### config.mk
export PLATFORM = sky130hd
export DESIGN_NAME = ifm_monitor
export DESIGN_NICKNAME = d
export VERILOG_FILES = /design/src/include/ifm_pkg.sv /design/src/ifm_monitor.sv /design/src/ifm_sync.sv
export SDC_FILE = /design/constraint.sdc
export NUM_CORES = 1
export LEC_CHECK = 0
export BUFFER_PORTS_ARGS = -buffer_cell sky130_fd_sc_hd__buf_2
export CAP_MARGIN = 10
export CORE_AREA = 8 8 100 139
export CTS_CLUSTER_SIZE = 20
export DETAILED_ROUTE_END_ITERATION = 16
export DIE_AREA = 0 0 108 147
export GPL_ROUTABILITY_DRIVEN = 1
export GPL_TIMING_DRIVEN = 0
export PLACE_DENSITY = 0.8
export SLEW_MARGIN = 10
export SYNTH_ARGS = -nofsm -noshare
export SYNTH_HDL_FRONTEND = slang
export SYNTH_SLANG_ARGS = --single-unit
### constraint.sdc
create_clock -name aclk -period 5.1 [get_ports aclk]
set_input_delay 0.51 -clock aclk [delete_from_list [all_inputs] [get_ports aclk]]
set_output_delay 0.51 -clock aclk [all_outputs]
set_load 0.02 [all_outputs]
### src/include/ifm_pkg.sv
// Purpose: shared constants and types of the input clock frequency monitor
// Assumes: 40 MHz aclk, 32-bit AXI4-Lite register access
// Notes:   register indices; byte address is four times the index
package ifm_pkg;

   ////////////////////////////////////////////////////////////////////////
   // bus geometry
   localparam int          ADDR_W        = 12;
   localparam int          DATA_W        = 32;
   localparam logic [1:0]  RESP_OKAY     = 2'h0;
   localparam logic [1:0]  RESP_SLVERR   = 2'h2;

   ////////////////////////////////////////////////////////////////////////
   // register indices
   localparam logic [9:0]  IDX_DET_CTL   = 10'h05C;
   localparam logic [9:0]  IDX_LOW_CTL   = 10'h05D;
   localparam logic [9:0]  IDX_HIGH_CTL  = 10'h05E;
   localparam logic [9:0]  IDX_PIX_RATE  = 10'h05F;
   localparam logic [9:0]  IDX_IRQ_STAT  = 10'h070;
   localparam logic [9:0]  IDX_IRQ_MASK  = 10'h071;

   ////////////////////////////////////////////////////////////////////////
   // field positions
   localparam int          LOW_RST_BIT   = 6;
   localparam int          LOW_LIM_MSB   = 5;
   localparam int          HIGH_LIM_MSB  = 6;
   localparam int          EV_FREQ_CHG   = 0;
   localparam int          EV_CLK_UP     = 1;
   localparam int          EV_CLK_LOST   = 2;
   localparam int          EV_MODE_CHG   = 3;
   localparam int          EV_W          = 4;

   ////////////////////////////////////////////////////////////////////////
   // reset values
   localparam logic [7:0]  LOW_CTL_RST   = 8'h06;
   localparam logic [7:0]  HIGH_CTL_RST  = 8'h44;
   localparam logic [7:0]  PIX_RATE_RST  = 8'h00;
   localparam logic [5:0]  DET_CTL_RST   = 6'h02;
   localparam logic [3:0]  IRQ_MASK_RST  = 4'h0;

   ////////////////////////////////////////////////////////////////////////
   // timing
   localparam int          CLK_PERIOD_NS = 25;
   localparam int          WINDOW_NS     = 4000;
   localparam int          WINDOW_CYC    = WINDOW_NS / CLK_PERIOD_NS;
   localparam int          WINDOW_SHIFT  = 2;
   localparam int          STBL0_US      = 160;
   localparam int          STBL1_US      = 640;
   localparam int          STBL2_NS      = 1280000;
   localparam int          STBL3_NS      = 2550000;
   localparam int          STBL0_CYC     = (STBL0_US * 1000) / CLK_PERIOD_NS;
   localparam int          STBL1_CYC     = (STBL1_US * 1000) / CLK_PERIOD_NS;
   localparam int          STBL2_CYC     = STBL2_NS / CLK_PERIOD_NS;
   localparam int          STBL3_CYC     = STBL3_NS / CLK_PERIOD_NS;
   localparam int          STBL_W        = 17;

   ////////////////////////////////////////////////////////////////////////
   // detector control word and frequency limit fields
   typedef struct packed {
      logic       clock_present_override;
      logic [1:0] stable_time_select;
      logic [2:0] measure_hysteresis;
   } ifm_det_ctl_t;

   typedef struct packed {
      logic       phy_reset_on_change_disable;
      logic [5:0] low_freq_limit;
      logic [6:0] high_freq_limit;
   } ifm_limits_t;

endpackage

### src/ifm_monitor.sv
// Purpose: input link clock frequency monitor with AXI4-Lite registers
// Assumes: link clock well below aclk/2; pins are asynchronous
// Notes:   frequency measured over a fixed gate window in MHz
//
// The AXI4-Lite slave port was decided locally.
`timescale 1ns/1ps
module ifm_monitor
   import ifm_pkg::*;
#(
   parameter int STBL0 = STBL0_CYC,
   parameter int STBL1 = STBL1_CYC,
   parameter int STBL2 = STBL2_CYC,
   parameter int STBL3 = STBL3_CYC
) (
   input  wire logic                      aclk,
   input  wire logic                      aresetn,
   input  wire logic [ifm_pkg::ADDR_W-1:0] s_axi_awaddr,
   input  wire logic                      s_axi_awvalid,
   output logic                           s_axi_awready,
   input  wire logic [ifm_pkg::DATA_W-1:0] s_axi_wdata,
   input  wire logic [3:0]                s_axi_wstrb,
   input  wire logic                      s_axi_wvalid,
   output logic                           s_axi_wready,
   output logic [1:0]                     s_axi_bresp,
   output logic                           s_axi_bvalid,
   input  wire logic                      s_axi_bready,
   input  wire logic [ifm_pkg::ADDR_W-1:0] s_axi_araddr,
   input  wire logic                      s_axi_arvalid,
   output logic                           s_axi_arready,
   output logic [ifm_pkg::DATA_W-1:0]     s_axi_rdata,
   output logic [1:0]                     s_axi_rresp,
   output logic                           s_axi_rvalid,
   input  wire logic                      s_axi_rready,
   input  wire logic                      link_clk,
   input  wire logic                      dual_pixel_mode,
   output logic                           phy_reset,
   output logic                           clk_valid,
   output logic                           irq
);

   import ifm_pkg::*;

   ////////////////////////////////////////////////////////////////////////
   // registers and state
   logic [ADDR_W-1:0] awaddr_q;
   logic [DATA_W-1:0] wdata_q;
   logic [3:0]        wstrb_q;
   logic              aw_got_q;
   logic              w_got_q;
   ifm_det_ctl_t      det_q;
   ifm_limits_t       lim_q;
   logic [7:0]        pix_rate_q;
   logic [EV_W-1:0]   stat_q;
   logic [EV_W-1:0]   stat_d;
   logic [EV_W-1:0]   mask_q;
   logic [1:0]        pins_s;
   logic              lclk_prev_q;
   logic              mode_prev_q;
   logic [7:0]        win_q;
   logic [7:0]        edges_q;
   logic [7:0]        freq_q;
   logic [STBL_W-1:0] stab_cnt_q;
   logic              stable_q;
   logic              meas_zero_q;

   ////////////////////////////////////////////////////////////////////////
   // pin synchronisers
   ifm_sync #(
      .W (2)
   ) u_sync (
      .aclk     (aclk),
      .aresetn  (aresetn),
      .async_in ({dual_pixel_mode, link_clk}),
      .sync_out (pins_s)
   );

   wire lclk_s   = pins_s[0];
   wire mode_s   = pins_s[1];
   wire lclk_rise = lclk_s & ~lclk_prev_q;
   wire mode_chg  = mode_s ^ mode_prev_q;

   ////////////////////////////////////////////////////////////////////////
   // measurement and hysteresis
   wire       win_end  = (win_q == 8'(WINDOW_CYC - 1));
   wire [7:0] meas     = edges_q >> WINDOW_SHIFT;
   wire [7:0] diff     = (meas > freq_q) ? (meas - freq_q) : (freq_q - meas);
   wire       capture  = win_end & (diff > {5'h00, det_q.measure_hysteresis});
   wire [STBL_W-1:0] stab_lim =
        (det_q.stable_time_select == 2'h0) ? STBL_W'(STBL0 - 1) :
        (det_q.stable_time_select == 2'h1) ? STBL_W'(STBL1 - 1) :
        (det_q.stable_time_select == 2'h2) ? STBL_W'(STBL2 - 1) :
                                             STBL_W'(STBL3 - 1);
   wire       too_slow = freq_q < {2'h0, lim_q.low_freq_limit};
   wire       too_fast = freq_q > {1'h0, lim_q.high_freq_limit};
   wire       clk_ok   = det_q.clock_present_override |
                         (stable_q & ~too_slow & ~too_fast);
   wire [7:0] pix_now  = mode_s ? {freq_q[6:0], 1'b0} : freq_q;
   wire       phy_ev   = (capture | mode_chg) &
                         ~lim_q.phy_reset_on_change_disable;

   always_ff @(posedge aclk) begin
      if (!aresetn) begin
         lclk_prev_q <= 1'b0;
         mode_prev_q <= 1'b0;
         win_q       <= 8'h00;
         edges_q     <= 8'h00;
      end else begin
         lclk_prev_q <= lclk_s;
         mode_prev_q <= mode_s;
         win_q       <= win_end ? 8'h00 : win_q + 8'h01;
         if (win_end) begin
            edges_q <= {7'h00, lclk_rise};
         end else if (lclk_rise && edges_q != 8'hFF) begin
            edges_q <= edges_q + 8'h01;
         end
      end
   end

   always_ff @(posedge aclk) begin
      if (!aresetn) begin
         freq_q      <= 8'h00;
         stab_cnt_q  <= '0;
         stable_q    <= 1'b0;
         meas_zero_q <= 1'b1;
      end else begin
         if (win_end) begin
            meas_zero_q <= (meas == 8'h00);
         end
         if (capture || mode_chg) begin
            if (capture) begin
               freq_q <= meas;
            end
            stab_cnt_q <= '0;
            stable_q   <= 1'b0;
         end else if (!stable_q) begin
            if (stab_cnt_q >= stab_lim) begin
               stable_q <= 1'b1;
            end else begin
               stab_cnt_q <= stab_cnt_q + STBL_W'(1);
            end
         end
      end
   end

   ////////////////////////////////////////////////////////////////////////
   // pixel rate, phy reset, validity
   always_ff @(posedge aclk) begin
      if (!aresetn) begin
         pix_rate_q <= PIX_RATE_RST;
         phy_reset  <= 1'b0;
         clk_valid  <= 1'b0;
      end else begin
         phy_reset <= phy_ev;
         clk_valid <= clk_ok;
         if (win_end) begin
            if (meas == 8'h00 && !det_q.clock_present_override) begin
               pix_rate_q <= pix_rate_q;
            end else if (clk_ok) begin
               pix_rate_q <= pix_now;
            end else begin
               pix_rate_q <= 8'h00;
            end
         end
      end
   end

   ////////////////////////////////////////////////////////////////////////
   // register bus decode
   wire        wr_fire  = aw_got_q & w_got_q & ~s_axi_bvalid;
   wire [9:0]  wr_idx   = awaddr_q[11:2];
   wire        wr_det   = wr_fire & (wr_idx == IDX_DET_CTL) & wstrb_q[0];
   wire        wr_low   = wr_fire & (wr_idx == IDX_LOW_CTL) & wstrb_q[0];
   wire        wr_high  = wr_fire & (wr_idx == IDX_HIGH_CTL) & wstrb_q[0];
   wire        wr_mask  = wr_fire & (wr_idx == IDX_IRQ_MASK) & wstrb_q[0];
   wire        wr_map   = (wr_idx == IDX_DET_CTL) | (wr_idx == IDX_LOW_CTL) |
                          (wr_idx == IDX_HIGH_CTL) | (wr_idx == IDX_PIX_RATE) |
                          (wr_idx == IDX_IRQ_STAT) | (wr_idx == IDX_IRQ_MASK);
   wire        rd_fire  = s_axi_arvalid & s_axi_arready;
   wire [9:0]  rd_idx   = s_axi_araddr[11:2];
   logic [7:0] rd_byte;
   logic       rd_ok;

   always_comb begin
      rd_byte = 8'h00;
      rd_ok   = 1'b1;
      if (rd_idx == IDX_DET_CTL) begin
         rd_byte = {2'h0, det_q};
      end else if (rd_idx == IDX_LOW_CTL) begin
         rd_byte = {1'b0, lim_q.phy_reset_on_change_disable,
                    lim_q.low_freq_limit};
      end else if (rd_idx == IDX_HIGH_CTL) begin
         rd_byte = {1'b0, lim_q.high_freq_limit};
      end else if (rd_idx == IDX_PIX_RATE) begin
         rd_byte = pix_rate_q;
      end else if (rd_idx == IDX_IRQ_STAT) begin
         rd_byte = {4'h0, stat_q};
      end else if (rd_idx == IDX_IRQ_MASK) begin
         rd_byte = {4'h0, mask_q};
      end else begin
         rd_ok = 1'b0;
      end
   end

   ////////////////////////////////////////////////////////////////////////
   // write channel
   always_ff @(posedge aclk) begin
      if (!aresetn) begin
         s_axi_awready <= 1'b1;
         s_axi_wready  <= 1'b1;
         aw_got_q      <= 1'b0;
         w_got_q       <= 1'b0;
         awaddr_q      <= '0;
         wdata_q       <= '0;
         wstrb_q       <= 4'h0;
         s_axi_bvalid  <= 1'b0;
         s_axi_bresp   <= RESP_OKAY;
      end else begin
         if (s_axi_awvalid && s_axi_awready) begin
            awaddr_q      <= s_axi_awaddr;
            aw_got_q      <= 1'b1;
            s_axi_awready <= 1'b0;
         end
         if (s_axi_wvalid && s_axi_wready) begin
            wdata_q      <= s_axi_wdata;
            wstrb_q      <= s_axi_wstrb;
            w_got_q      <= 1'b1;
            s_axi_wready <= 1'b0;
         end
         if (wr_fire) begin
            s_axi_bvalid <= 1'b1;
            s_axi_bresp  <= wr_map ? RESP_OKAY : RESP_SLVERR;
         end
         if (s_axi_bvalid && s_axi_bready) begin
            s_axi_bvalid  <= 1'b0;
            aw_got_q      <= 1'b0;
            w_got_q       <= 1'b0;
            s_axi_awready <= 1'b1;
            s_axi_wready  <= 1'b1;
         end
      end
   end

   ////////////////////////////////////////////////////////////////////////
   // control registers
   always_ff @(posedge aclk) begin
      if (!aresetn) begin
         det_q  <= DET_CTL_RST;
         lim_q  <= {LOW_CTL_RST[LOW_RST_BIT:0], HIGH_CTL_RST[HIGH_LIM_MSB:0]};
         mask_q <= IRQ_MASK_RST;
      end else begin
         if (wr_det) begin
            det_q <= wdata_q[5:0];
         end
         if (wr_low) begin
            lim_q.phy_reset_on_change_disable <= wdata_q[LOW_RST_BIT];
            lim_q.low_freq_limit <= wdata_q[LOW_LIM_MSB:0];
         end
         if (wr_high) begin
            lim_q.high_freq_limit <= wdata_q[HIGH_LIM_MSB:0];
         end
         if (wr_mask) begin
            mask_q <= wdata_q[EV_W-1:0];
         end
      end
   end

   ////////////////////////////////////////////////////////////////////////
   // read channel
   always_ff @(posedge aclk) begin
      if (!aresetn) begin
         s_axi_arready <= 1'b1;
         s_axi_rvalid  <= 1'b0;
         s_axi_rdata   <= '0;
         s_axi_rresp   <= RESP_OKAY;
      end else begin
         if (rd_fire) begin
            s_axi_arready <= 1'b0;
            s_axi_rvalid  <= 1'b1;
            s_axi_rdata   <= {24'h00_0000, rd_byte};
            s_axi_rresp   <= rd_ok ? RESP_OKAY : RESP_SLVERR;
         end else if (s_axi_rvalid && s_axi_rready) begin
            s_axi_rvalid  <= 1'b0;
            s_axi_arready <= 1'b1;
         end
      end
   end

   ////////////////////////////////////////////////////////////////////////
   // interrupt status: read clears, new events win
   wire [EV_W-1:0] ev_set;
   wire            stat_clr = rd_fire & (rd_idx == IDX_IRQ_STAT);

   assign ev_set[EV_FREQ_CHG] = capture;
   assign ev_set[EV_CLK_UP]   = clk_ok & ~clk_valid;
   assign ev_set[EV_CLK_LOST] = ~clk_ok & clk_valid;
   assign ev_set[EV_MODE_CHG] = mode_chg;

   always_comb begin
      stat_d = stat_clr ? ev_set : (stat_q | ev_set);
   end

   always_ff @(posedge aclk) begin
      if (!aresetn) begin
         stat_q <= '0;
         irq    <= 1'b0;
      end else begin
         stat_q <= stat_d;
         irq    <= |(stat_d & mask_q);
      end
   end

endmodule

### src/ifm_sync.sv
// Purpose: two-flop synchroniser for pin-level inputs
// Assumes: inputs are levels from outside the aclk domain
// Notes:   first stage feeds only the second stage
`timescale 1ns/1ps
module ifm_sync #(
   parameter int W = 1
) (
   input  wire logic         aclk,
   input  wire logic         aresetn,
   input  wire logic [W-1:0] async_in,
   output logic      [W-1:0] sync_out
);

   logic [W-1:0] meta_q;

   always_ff @(posedge aclk) begin
      if (!aresetn) begin
         meta_q   <= '0;
         sync_out <= '0;
      end else begin
         meta_q   <= async_in;
         sync_out <= meta_q;
      end
   end

endmodule

# Yosys cells after proc, flatten, opt, wreduce, memory -nomap -nowiden
# Cells that the tools add are included.
# Widths: inputs -> output; s select.
# op_classes
reduce_logical,19
n_addsub,5
bitwise_logic,40
n_eq_ne,16
n_lt_le_gt_ge,5
mux,29
# op_table
operator,n
$eq 10x7->1 const B,12
$mux 17,3
$mux 8,5
$and 1x1->1,19
$add 17x1->17 const B,1
$ge 17x17->1,1
$add 8x1->8 const B,2
$mux 1,14
$mux 7,2
$sub 6x6->7,2
$mux 4,3
$not 1->1,11
$eq 8x8->1 const B,1
$gt 8x3->1,1
$logic_not 8->1,1
$ne 8x8->1 const B,1
$gt 6x7->1,1
$or 1x1->1,7
$gt 6x6->1,1
$logic_and 1x1->1,6
$lt 6x6->1,1
$reduce_and 2->1,3
$reduce_or 2->1,3
$and 4x4->4,1
other kinds (10),12
# totals
reg_bits,124
elab_cells,149
in_bits,69
output_inout_bits,44

# Logic depth before layout (Yosys ltp)
# Gate-level depths: netlist of the first run.
# logic_depth
depth_word,11
depth_mapped,19
ltp_nobuf,16

# Hierarchy
# From an unflattened synthesis of the first run, not the netlist that was laid out.
# hier_totals
cells_unflattened,737
area_unflattened_um2,6331.1
# by_module_without_submodules
mod,seq_area_each_um2,cells_per_inst,n_inst,area_each_um2
ifm_monitor,2282.2,729,1,6226.0
ifm_sync,80.1,8,1,105.1

# Worst setup path before layout of the first run
# Ideal clock, no wire load.
# synth_path
path_kind,reg2reg
start,reg edges_q[6]
end,reg stable_q
t_arrival_ns,3.427
synth_period_minus_slack_ns,3.564
required_ns,4.963
setup_time_ns,0.137
path_stages_with_launch,20
n_path_buf,3
slack_ns,1.536
path_cell_list,dfxtp_1 > inv_1 > ha_1 > buf_6 > a21oi_1 > inv_1 > o21a_1 > o21ai_0 > nor2_1 > a21oi_1 > xnor2_1 > ha_1 > o21ai_0 > a32oi_1 > a21oi_1 > a311o_1 > buf_6 > nand4_4 > buf_6 > nor2_1
# synth_via
elab_chain_cells,6
word_cells_on_any_way,8
classes_between,add/sub: 2; order compare: 2; mux: 1; bitwise: 1; reduce/logical: 2
# synth_lines
element,line,source
start: declaration,ifm_monitor.sv:60,logic [7:0] edges_q;
start signal: assignment,ifm_monitor.sv:112,"edges_q <= {7'h00, lclk_rise};"
start signal: assignment,ifm_monitor.sv:114,edges_q <= edges_q + 8'h01;
$sub 6x6->7 / $gt 6x6->1 (equally long branches),ifm_monitor.sv:86,wire [7:0] diff = (meas > freq_q) ? (meas - freq_q) : (freq_q - meas);
$mux 8 (*),ifm_monitor.sv:86,
$gt 8x3->1 (*),ifm_monitor.sv:87,"wire capture = win_end & (diff > {5'h00, det_q.measure_hysteresis});"
$and 1x1->1 (*),ifm_monitor.sv:87,
$logic_or 1x1->1 (*),ifm_monitor.sv:129,if (capture || mode_chg) begin
$reduce_or 2->1 (no line) (*),-,
end signal: assignment,ifm_monitor.sv:123,stable_q <= 1'b0;
end signal: assignment,ifm_monitor.sv:134,stable_q <= 1'b0;
end signal: assignment,ifm_monitor.sv:137,stable_q <= 1'b1;
end: declaration,ifm_monitor.sv:63,logic stable_q;
# Every way passes the cells marked *; elsewhere a longest branch is shown, timed or not.
# A chain may end at the register's enable or synchronous reset.

# Final worst setup path of the first run
# layout_path
start,reg edges_q[3]
end,reg phy_reset
# layout_via
elab_chain_cells,6
word_cells_on_any_way,8
classes_between,add/sub: 2; order compare: 2; mux: 1; bitwise: 3
# layout_lines
element,line,source
$sub 6x6->7 / $gt 6x6->1 (equally long branches),ifm_monitor.sv:86,
$mux 8 (*),ifm_monitor.sv:86,
$gt 8x3->1 (*),ifm_monitor.sv:87,
$and 1x1->1 (*),ifm_monitor.sv:87,
$or 1x1->1 (*),ifm_monitor.sv:98,wire phy_ev = (capture | mode_chg) &
$and 1x1->1 (*),ifm_monitor.sv:98,
end signal: assignment,ifm_monitor.sv:153,phy_reset <= phy_ev;
end: declaration,ifm_monitor.sv:36,"output logic phy_reset,"
# Marked as above.

==> impl_metrics.py, run 1 <==
metrics = {
    "synthesis": {
        "ys.flop_type": "dfxtp_1",
        "synthArstFlopShare": 0,
        "synth-seq-cells": 118,
        "synth_cells": 756,
        "yosys-top-cells-area": "dfxtp_1 37%, ha_1 8.7%, a21oi_1 4.8%, mux2i_1 4.6%, nor2_1 4.5%",
        "synth.avg_cell_area_um2": 8.408,
        "seq_area_frac_synth": 0.3717,
        "yosys_warnings": 0,
        "yosysTopAreaCellShare": 0.3717,
        "synth_top_area_cell": "dfxtp_1",
        "synth_cell_type_count": 66,
        "syn_area_um2": 6356,
        "synth_edf_count": 0,
    },
    "clock_network": {
        "cts_resized": 0,
        "cts_buffers": 17,
        "clk_latency_ns": 0.41,
        "cts.htree.levels": 4,
        "cts_hold_buf": 0,
        "root_buffer": "clkbuf_16",
        "clk_path_buf_depth": 2,
        "clk_pin_slew_worst_paths_ns": 0.06,
        "clkSinkCount": 118,
        "postCtsSetupBuffers": 0,
        "cts_tree": "done",
    },
    "min_path": {
        "hold_end": "s_axi_awready",
        "hold_depth": 2,
        "min_from": "s_axi_awvalid",
        "holdCritPathClass": "primary input to flop",
    },
    "timing": {
        "post-route-period-util": 0.9319,
        "max_clock_freq_mhz": 210.4,
        "worst_slew_pin_slew_ns": 0.9989,
        "fin_crit_ns": 4.753,
        "rsz0062_at_grt": "false",
        "finClkSkew_ns": 0.01009,
        "slew_violations": 0,
        "final_hold_viol_count": 0,
        "tns_ns": 0,
        "setup_violations": 0,
        "maxSlewHeadroom": 0.3289,
    },
    "worst_setup_path": {
        "r2r_start": "edges_q[3]",
        "rrSetupSlack_ns": 0.35,
        "r2r_end": "phy_reset",
        "worst_setup_path_end_kind": "flop",
        "reg2reg_depth": 15,
        "start_kind": "flop",
        "cp.arrival_ns": 5.06,
        "crit_type": "flop to flop",
        "worst_ep_required_time_ns": 5.41,
        "critPathMaxFanout": 7,
    },
    "pwr": {
        "power_frac_comb": 0.067,
        "p_sw_frac": 0.2367,
        "internal-power_uw": 1764,
        "p_clk_frac": 0.514,
        "p_switching_uw": 547.1,
        "leakage_uw": 0.003035,
        "peakVddDrop_mv": 0.2492,
        "power_density_nw_per_um2": 308.3,
        "power_frac_seq": 0.419,
    },
    "global_route": {
        "grtUsageTotal": 0.2080,
        "grt_pass1_vias": 5608,
        "grt_overflow": 0,
        "grt_max_degree": 17,
        "antenna_found_initial": 0,
        "grt_first_pass_wirelength_um": 26650,
    },
    "detailed_routing": {
        "first_pass_iters": 5,
        "vias_per_cell": 5.581,
        "num_vias": 5670,
        "drtIter0Drc": 346,
        "route.detailed.drc": 0,
        "wl_per_cell_um": 15.74,
        "wirelength_um": 15990,
        "antenna_left": 0,
    },
    "final_layout": {
        "diodes": 0,
        "n_fill_cell": 1036,
        "post-route-cell-area_um2": 7496,
        "area_growth_syn_to_layout_pct": 17.93,
        "nNetsFinal": 968,
        "layout.cells.non_filler": 1016,
        "regArea_um2": 2362,
        "drive_above_1_share": 0.1570,
        "multi_input_area_um2": 3588,
    },
    "flow_run": {
        "cap_violations": 0,
    },
    "die": {
        "initial_core_util": 0.5318,
        "dieArea_um2": 15880,
        "rows": 48,
        "io-pin-count": 113,
        "die_h_um": 147,
        "coreArea_um2": 11950,
        "die_x_um": 108,
    },
    "outcome": {
        "status": "complete, no violations",
    },
    "placed_design": {
        "post_dp_cell_area_um2": 6902,
        "placed_cells": 984,
        "gp_congestion": 0.9460,
        "io_buffer_count": 52,
        "hpwl_um": 11890,
    },
}
==> synthesized netlist by cell type, types with 4 or more instances <==
cell and count:
xor2_1 11, mux2i_1 29, a21oi_1 61, o21ai_0 37
nand2_1 74, nor2b_1 8, and2_1 10, buf_1 4
inv_1 47, nor2_1 77, xnor2_1 20, nor2_2 4
nand3_1 27, ha_1 44, nor3_1 18, clkbuf_1 15
and3_1 9, nand4_1 10, nor4_1 7, a211oi_1 4
nand2b_1 9, a22o_1 4, o211ai_1 7, o2111ai_1 4
a31oi_1 6, buf_4 27, a21o_1 4, dfxtp_1 118
==> routing by layer <==
metal,wire length [µm],global-route usage,vias up
met5,0,0,-
met4,615,0.1199,0
met3,899,0.04910,53
met1,6190,0.2168,2632
met2,8285,0.3665,198
li1,-,-,2787
==> critical path, stage by stage (launching register included) <==
cell	delay, ns
dfxtp_1	0.47
inv_1	0.21
ha_1	0.37
nand2b_1	0.13
a211oi_2	0.10
o21a_1	0.21
o21ai_0	0.55
o21ai_0	0.21
ha_1	0.33
nor2b_1	0.12
o21ai_0	0.08
a32oi_1	0.44
a21oi_1	0.13
a311oi_1	0.75
nor2_1	0.26
a211oi_1	0.28
==> kinds of logic (layout without fill, tap and decap cells) <==
kind of cell / Yosys count / after routing / synth area share
AOI/OAI and AO/OA: 156 / 156 / 0.1543
xor gates and xnor gates: 31 / 31 / 0.04272
DFF: 118 / 118 / 0.3717
and+or+nand+nor: 274 / 274 / 0.2112
buffers and inverters: 100 / 184 / 0.07913
muxes: 30 / 30 / 0.04744
adders and majority gates: 46 / 46 / 0.09291
other: 1 / 27 / 0.0005900
==> worst max path at each step <==
stage / start / to / slack, ns / cells after the start
after global placement: edges_q[3] / phy_reset / 0.65 / 15
after detailed placement: edges_q[3] / phy_reset / 0.59 / 15
final: edges_q[3] / phy_reset / 0.35 / 15
after global routing: edges_q[3] / phy_reset / 0.05 / 15
after floorplan: edges_q[6] / stable_q / 1.54 / 19
after CTS: edges_q[3] / phy_reset / 0.51 / 15
==> layout by cell type, fill, tap and decap left out, types with 4 or more instances in the layout <==
cell type | Yosys | layout
nand2b_1 | 9 | 9
nor2b_1 | 8 | 8
buf_4 | 27 | 27
nor3_1 | 18 | 18
o2111ai_1 | 4 | 4
and3_1 | 9 | 9
xor2_1 | 11 | 11
ha_1 | 44 | 44
nand2_1 | 74 | 74
a31oi_1 | 6 | 6
a21o_1 | 4 | 4
o21ai_0 | 37 | 37
xnor2_1 | 20 | 20
and2_1 | 10 | 10
a21oi_1 | 61 | 61
clkbuf_16 | 0 | 17
buf_1 | 4 | 4
o211ai_1 | 7 | 7
clkbuf_1 | 15 | 16
inv_1 | 47 | 47
nor2_1 | 77 | 77
nor2_2 | 4 | 4
nand3_1 | 27 | 27
nand4_1 | 10 | 10
dfxtp_1 | 118 | 118
conb_1 | 1 | 27
a211oi_1 | 4 | 4
nor4_1 | 7 | 7
a22o_1 | 4 | 4
mux2i_1 | 29 | 29
buf_2 | 3 | 55
==> layout make-up <==
cell class | instances | area share
Buffer | 52 | 0.04306
Clock buffer | 21 | 0.06276
Clock inverter | 11 | 0.01652
Inverter | 48 | 0.02404
Multi-Input combinational cell | 564 | 0.4787
Sequential cell | 118 | 0.3151
Tap cell | 150 | 0.02504
Timing Repair Buffer | 52 | 0.03472
==> per-stage QoR <==
| stage | util | power (µW) | hold slack (ns) | worst slack [ns] |
|---|---|---|---|---|
| finish | 0.6272 | 2311 | 0.3116 | 0.3474 |
| global route | 0.6272 | 2392 | 0.3082 | 0.04614 |
| CTS | 0.6272 | 2322 | 0.2997 | 0.5135 |
| detailed placement | 0.5775 | 1141 | 0.4193 | 0.5918 |
| global placement | 0.5775 | 1137 | 0.4148 | 0.6504 |
| floorplan | - | 1090 | 0.4119 | 1.536 |
==> power by group through the flow <==
stage / combinational (µW) / sequential (µW) / clock (µW)
global placement: 151 / 986 / 0
finish: 156 / 967 / 1190
global route: 171 / 970 / 1250
floorplan: 99.7 / 991 / 0
CTS: 155 / 967 / 1200
detailed placement: 154 / 986 / 0
==> state kept, by name (all words and copies together), names as in the netlist, 2 cells and up <==
name / count
pix_rate_q: 7
mask_q: 4
stab_cnt_q: 17
det_q: 6
stat_q: 4
edges_q: 8
freq_q: 6
u_sync.meta_q: 2
u_sync.sync_out: 2
awaddr_q: 10
win_q: 8
s_axi_rdata: 7
lim_q: 14
wdata_q: 7
Power figures use the tool's default switching activity.
==> run 2, diff against run 1 <==
--- a/config.mk
+++ b/config.mk
@@ -5,12 +5,13 @@
 export SDC_FILE = /design/constraint.sdc
 export NUM_CORES = 1
 export LEC_CHECK = 0
+export ABC_AREA = 1
 export BUFFER_PORTS_ARGS = -buffer_cell sky130_fd_sc_hd__buf_2
 export CAP_MARGIN = 10
-export CORE_AREA = 8 8 100 139
+export CORE_AREA = 8 8 103 143
 export CTS_CLUSTER_SIZE = 20
 export DETAILED_ROUTE_END_ITERATION = 16
-export DIE_AREA = 0 0 108 147
+export DIE_AREA = 0 0 111 151
 export GPL_ROUTABILITY_DRIVEN = 1
 export GPL_TIMING_DRIVEN = 0
 export PLACE_DENSITY = 0.8
==> run 2 against run 1 <==
Clock power is essentially flat. Setup slack gained 1.2 ns. Sequential power is essentially flat. Largest cell class unchanged. Combinational power grew 8%. Area after synthesis grew 6.9%. Sequential share of layout area shrank 1.8 points. Count of clock-buffer cells in the layout shrank 1. Highest routed layer unchanged.
==> impl_metrics.py, run 2 <==
metrics = {
    "min_path": {
        "hold_depth": 3,
        "min_from": "link_clk",
        "holdCritPathClass": "primary input to flop",
    },
    "die": {
        "die_h_um": 151,
        "dieArea_um2": 16760,
        "coreArea_um2": 12570,
        "initial_core_util": 0.5408,
        "rows": 49,
        "die_x_um": 111,
        "io-pin-count": 113,
    },
    "clock_network": {
        "clk_path_buf_depth": 2,
        "cts_tree": "done",
        "postCtsSetupBuffers": 0,
        "cts_hold_buf": 0,
        "cts_buffers": 17,
        "clkSinkCount": 118,
        "clk_latency_ns": 0.42,
        "clk_pin_slew_worst_paths_ns": 0.06,
        "root_buffer": "clkbuf_16",
        "cts.htree.levels": 4,
        "cts_resized": 0,
    },
    "timing": {
        "worst_slack_ns": 1.588,
        "rsz0062_at_grt": "false",
        "post-route-period-util": 0.6885,
        "maxSlewHeadroom": 0.3717,
        "hold_ws_ns": 0.2784,
        "fin_crit_ns": 3.512,
        "max_clock_freq_mhz": 284.8,
        "tns_ns": 0,
        "final_hold_viol_count": 0,
        "finClkSkew_ns": 0.008019,
        "worst_slew_pin_slew_ns": 0.9338,
        "setup_violations": 0,
        "slew_violations": 0,
    },
    "worst_setup_path": {
        "cp.arrival_ns": 3.86,
        "crit_cells": 23,
        "start_kind": "flop",
        "crit_chain": "inv_1 -> ha_1 -> nand2_1 -> nand2_1 -> a21oi_1 -> nand2_2 -> nand2_2 -> buf_6 -> nand2_1 -> o21ai_0 -> xor2_1 -> inv_1 -> ha_1 -> inv_1 -> nor2_1 -> o21ai_0 -> nand2_1 -> nor2_1 -> nand3_1 -> nand2_2 -> nand3_4 -> buf_8 -> nor2_4",
        "r2r_end": "stab_cnt_q[16]",
        "endpoint": "stab_cnt_q[16]",
        "worst_setup_path_end_kind": "flop",
        "crit_slowest_cell": "dfxtp_1",
        "worstSetupStartpoint": "edges_q[6]",
        "cpMostUsedCell": "nand2_1",
        "rrSetupSlack_ns": 1.59,
        "cpPeakStageDelay_ns": 0.44,
        "critPathBufInv": 5,
        "crit_type": "flop to flop",
        "reg2reg_depth": 23,
        "cp_top_family": "simple AND/OR/NAND/NOR gates",
        "r2r_start": "edges_q[6]",
        "critPathMaxFanout": 10,
        "worst_ep_required_time_ns": 5.45,
    },
    "placed_design": {
        "gp_congestion": 0.9539,
        "hpwl_um": 13570,
        "io_buffer_count": 53,
        "place_ws_ns": 1.619,
    },
    "global_route": {
        "grt_pass1_vias": 6216,
        "grtUsageTotal": 0.2095,
        "grt_max_degree": 17,
        "antenna_found_initial": 1,
        "grt_first_pass_wirelength_um": 28690,
        "grt_overflow": 0,
    },
    "detailed_routing": {
        "num_vias": 6526,
        "wirelength_um": 17540,
        "route.detailed.drc": 0,
        "first_pass_iters": 5,
        "antenna_left": 0,
        "wl_per_cell_um": 14.14,
        "drtIter0Drc": 373,
        "vias_per_cell": 5.259,
    },
    "synthesis": {
        "synth_cells": 976,
        "yosys_warnings": 0,
        "synth_cell_type_count": 39,
        "synth_edf_count": 0,
        "ys.flop_type": "dfxtp_1",
        "syn_area_um2": 6797,
        "yosysMostFrequentCell": "nand2_1",
        "yosysTopAreaCellShare": 0.3476,
        "synth_top_area_cell": "dfxtp_1",
        "yosys-top-cells-area": "dfxtp_1 35%, nand2_1 10%, ha_1 8.1%, inv_1 7.7%, nor2_1 6.1%",
        "seq_area_frac_synth": 0.3476,
        "synth_common_cells": "185 x nand2_1, 139 x inv_1, 118 x dfxtp_1, 111 x nor2_1, 78 x a21oi_1",
        "synth-seq-cells": 118,
        "synth.avg_cell_area_um2": 6.964,
        "synthArstFlopShare": 0,
    },
    "pwr": {
        "power_density_nw_per_um2": 294.7,
        "leakage_uw": 0.003715,
        "peakVddDrop_mv": 0.1364,
        "total_power_uw": 2344,
    },
    "final_layout": {
        "nNetsFinal": 1189,
        "drive_above_1_share": 0.1297,
        "reg_top3": "stab_cnt_q (17), lim_q (14), awaddr_q (10)",
        "n_fill_cell": 1169,
        "top_register": "stab_cnt_q",
        "mostFrequentLayoutCells": "185 x nand2_1, 139 x inv_1, 118 x dfxtp_1, 111 x nor2_1, 78 x a21oi_1",
        "layout_commonest_cell": "nand2_1",
        "largest_register_ffs": 17,
        "multi_input_area_um2": 3669,
        "regArea_um2": 2362,
        "area_growth_syn_to_layout_pct": 17.03,
    },
    "outcome": {
        "status": "complete, no violations",
    },
    "flow_run": {
        "cap_violations": 0,
    },
}
run 2: worst min-delay path by stage:
stage,endpoint,slack [ns]
detailed placement,u_sync.sync_out[1],0.40
finish,u_sync.meta_q[0],0.28
CTS,u_sync.meta_q[0],0.27
floorplan,u_sync.sync_out[0],0.39
global placement,u_sync.sync_out[0],0.40
global route,u_sync.meta_q[1],0.30
run 2: area by class of cell:
cell class / count / area share
Timing Repair Buffer: 53 / 0.03335
Tap cell: 153 / 0.02407
Clock buffer: 20 / 0.05616
Clock inverter: 12 / 0.01935
Sequential cell: 118 / 0.2970
Buffer: 50 / 0.04059
Inverter: 144 / 0.06796
Multi-Input combinational cell: 690 / 0.4612
Antenna cell: 1 / 0.0003146
run 2: power breakdown:
part	internal (µW)	switching (µW)
Sequential	950	19.8
Combinational	59.3	110
Clock	779	426
Total	1790	555
run 2: layer usage:
metal | track usage | up-vias | part of all wire
met5 | 0 | - | 0
met4 | 0.1532 | 0 | 0.061
met3 | 0.04637 | 69 | 0.043
met2 | 0.3942 | 179 | 0.52
met1 | 0.1966 | 2954 | 0.38
li1 | - | 3324 | -
run 2: logic make-up after synthesis:
kind of cell,count (synthesis),synth area share
buffers and inverters,194,0.1270
xor gates and xnor gates,20,0.02577
and+or+nand+nor,419,0.2688
adders and majority gates,46,0.08689
DFF,118,0.3476
AOI/OAI and AO/OA,178,0.1434
other,1,0.0005518
run 2: metrics by stage:
step	util	cell area, µm²	std cells
2_1_floorplan	-	6894	1002
3_5_place_dp	0.5849	7351	1208
3_3_place_gp	0.5849	7351	1208
4_1_cts	0.6327	7951	1240
6_report	0.6329	7954	1241
5_1_grt	0.6329	7954	1241
run 2: worst reg2reg max path: cells and delay by family, from the launching register on:
kind                     cells  cell delay (ns)
buffers and inverters        5             0.60
XOR/XNOR                     1             0.17
adder cells (fa/ha/maj)      2             0.70
flip-flops                   1             0.44
AND/OR/NAND/NOR             12             1.09
AO/OA/AOI/OAI                3             0.45
==> run 3, diff against run 2 <==
==> constraint.sdc (replaced) <==
create_clock -name aclk -period 3.58 [get_ports aclk]
set_input_delay 0.358 -clock aclk [delete_from_list [all_inputs] [get_ports aclk]]
set_output_delay 0.358 -clock aclk [all_outputs]
set_load 0.02 [all_outputs]
==> run 3 against run 2 <==
Combinational power rose by 45%. Setup slack worse by 1.3 ns. Via count increased by 0.51%. Hold slack worse by 0.15 ns. Maximum frequency up 6.8%. Clock power up 43%. Design area increased by 0.49%. Critical path type unchanged.
==> impl_metrics.py, run 3 (synthesis results as in run 2) <==
metrics = {
    "detailed_routing": {
        "first_pass_iters": 5,
        "antenna_left": 0,
        "wl_per_cell_um": 14.14,
        "num_vias": 6559,
        "top_layer": "met4",
        "dr_wl_met3_um": 753,
        "wl_met2_um": 9150,
        "route.detailed.drc": 0,
        "vias_per_cell": 5.277,
        "drtIter0Drc": 320,
        "wirelength_um": 17580,
        "wl_met1_um": 6597,
    },
    "pwr": {
        "internal-power_uw": 2551,
        "power_frac_seq": 0.413,
        "p_sw_frac": 0.2372,
        "power_density_nw_per_um2": 418.4,
        "leakage_uw": 0.003727,
        "p_switching_uw": 793.0,
        "peakVddDrop_mv": 0.1958,
        "p_clk_frac": 0.513,
        "power_frac_comb": 0.073,
    },
    "clock_network": {
        "cts.htree.levels": 4,
        "clkSinkCount": 118,
        "clk_path_buf_depth": 2,
        "clk_latency_ns": 0.42,
        "clk_pin_slew_worst_paths_ns": 0.06,
        "cts_buffers": 17,
        "cts_tree": "done",
        "root_buffer": "clkbuf_16",
        "cts_hold_buf": 0,
    },
    "global_route": {
        "grt_pass1_vias": 6216,
        "grt_first_pass_wirelength_um": 28690,
        "antenna_found_initial": 1,
        "grt_overflow": 0,
        "grtUsageTotal": 0.2095,
        "grt_max_degree": 17,
    },
    "timing": {
        "max_clock_freq_mhz": 304.2,
        "post-route-period-util": 0.9183,
        "maxSlewHeadroom": 0.3785,
        "setup_violations": 0,
        "rsz0062_at_grt": "false",
        "tns_ns": 0,
        "finClkSkew_ns": 0.007109,
        "fin_crit_ns": 3.287,
        "slew_violations": 0,
        "final_hold_viol_count": 0,
        "hold_ws_ns": 0.1250,
        "worst_slew_pin_slew_ns": 0.9237,
    },
    "worst_setup_path": {
        "rrSetupSlack_ns": 0.29,
        "cpPeakStageDelay_ns": 0.36,
        "worst_setup_path_end_kind": "flop",
        "critPathMaxFanout": 10,
        "crit_type": "flop to flop",
        "start_kind": "flop",
        "reg2reg_depth": 26,
        "worst_ep_required_time_ns": 3.93,
        "crit_slowest_cell": "dfxtp_2",
        "cpMostUsedCell": "nand2_1",
        "r2r_end": "stab_cnt_q[16]",
        "cp.arrival_ns": 3.64,
        "r2r_start": "edges_q[4]",
    },
    "final_layout": {
        "drive_above_1_share": 0.1405,
        "layout_commonest_cell": "nand2_1",
        "top_register": "stab_cnt_q",
        "layout.cells.non_filler": 1243,
        "reg_top3": "stab_cnt_q (17), lim_q (14), awaddr_q (10)",
        "area_growth_syn_to_layout_pct": 17.60,
        "nNetsFinal": 1191,
        "largest_register_ffs": 17,
        "mostFrequentLayoutCells": "185 x nand2_1, 139 x inv_1, 112 x dfxtp_1, 111 x nor2_1, 77 x a21oi_1",
    },
    "flow_run": {
        "cap_violations": 0,
    },
    "die": {
        "initial_core_util": 0.5408,
        "die_h_um": 151,
        "io-pin-count": 113,
        "coreArea_um2": 12570,
        "dieArea_um2": 16760,
        "rows": 49,
        "die_x_um": 111,
    },
    "placed_design": {
        "io_buffer_count": 53,
        "hpwl_um": 13570,
        "gp_congestion": 0.9539,
        "placed_cells": 1208,
    },
    "min_path": {
        "hold_depth": 3,
        "min_from": "link_clk",
        "hold_end": "u_sync.meta_q[0]",
        "holdCritPathClass": "primary input to flop",
    },
    "outcome": {
        "status": "complete, no violations",
    },
}
## run 3: cell count changes in the layout (fill, tap and decap cells not counted), moves of 2 or more
cell / before / now
dfxtp_1: 118 / 112
buf_4: 28 / 30
dfxtp_2: 0 / 6
ha_2: 0 / 3
ha_1: 44 / 41
## run 3: power groups by stage
| stage | Combinational [µW] | Sequential, µW | Clock (µW) |
|---|---|---|---|
| floorplan | 162 | 1410 | 0 |
| global placement | 236 | 1410 | 0 |
| detailed placement | 239 | 1410 | 0 |
| CTS | 240 | 1380 | 1730 |
| global route | 273 | 1390 | 1800 |
| finish | 245 | 1380 | 1720 |
## run 3: metal layers
metal	vias to the layer above	global-route usage
met5	-	0
met4	0	0.1532
met3	78	0.04637
met2	178	0.3942
met1	2973	0.1966
li1	3330	-
## run 3: metrics by stage
step | util | cell area, µm² | setup slack [ns] | total power, µW
floorplan | - | 6894 | 0.6398 | 1575
global placement | 0.5849 | 7351 | 0.1316 | 1644
detailed placement | 0.5849 | 7351 | 0.09855 | 1648
CTS | 0.6327 | 7951 | 0.06480 | 3354
global route | 0.6359 | 7993 | 0.03722 | 3455
finish | 0.6359 | 7993 | 0.2927 | 3344
## run 3: timing repair
item / CTS / global route
endpoints found under the setup margin: 0 / 27
gates resized for setup: 0 / 12
buffers inserted: 0 / 2
## run 3: area by class of cell
cell class,count,area (µm²)
repair buffers,55,280.3
flip-flops and latches,118,2370
diodes,1,2.502
multi-input cells,690,3680
plain buffers,50,327.8
fillers,1163,4576
inverters,144,540.5
clock buffers,20,446.7
clock inverters,12,153.9
well taps,153,191.4
## run 3: how the worst max path moves through the flow
stage,cells past startpoint,to,startpoint
floorplan,22,stab_cnt_q[10],edges_q[6]
global placement,23,stab_cnt_q[15],edges_q[6]
detailed placement,23,stab_cnt_q[12],edges_q[6]
CTS,23,stab_cnt_q[16],edges_q[6]
global route,26,stab_cnt_q[15],edges_q[4]
finish,26,stab_cnt_q[16],edges_q[4]
## run 3: critical path: cells and delay by family, from the launching register on
family	cells	cell delay [ns]
buffers and inverters	7	0.78
AND/OR/NAND/NOR	14	1.11
XOR/XNOR	1	0.16
flip-flops	1	0.36
adder cells (fa/ha/maj)	2	0.57
AO/OA/AOI/OAI	2	0.23
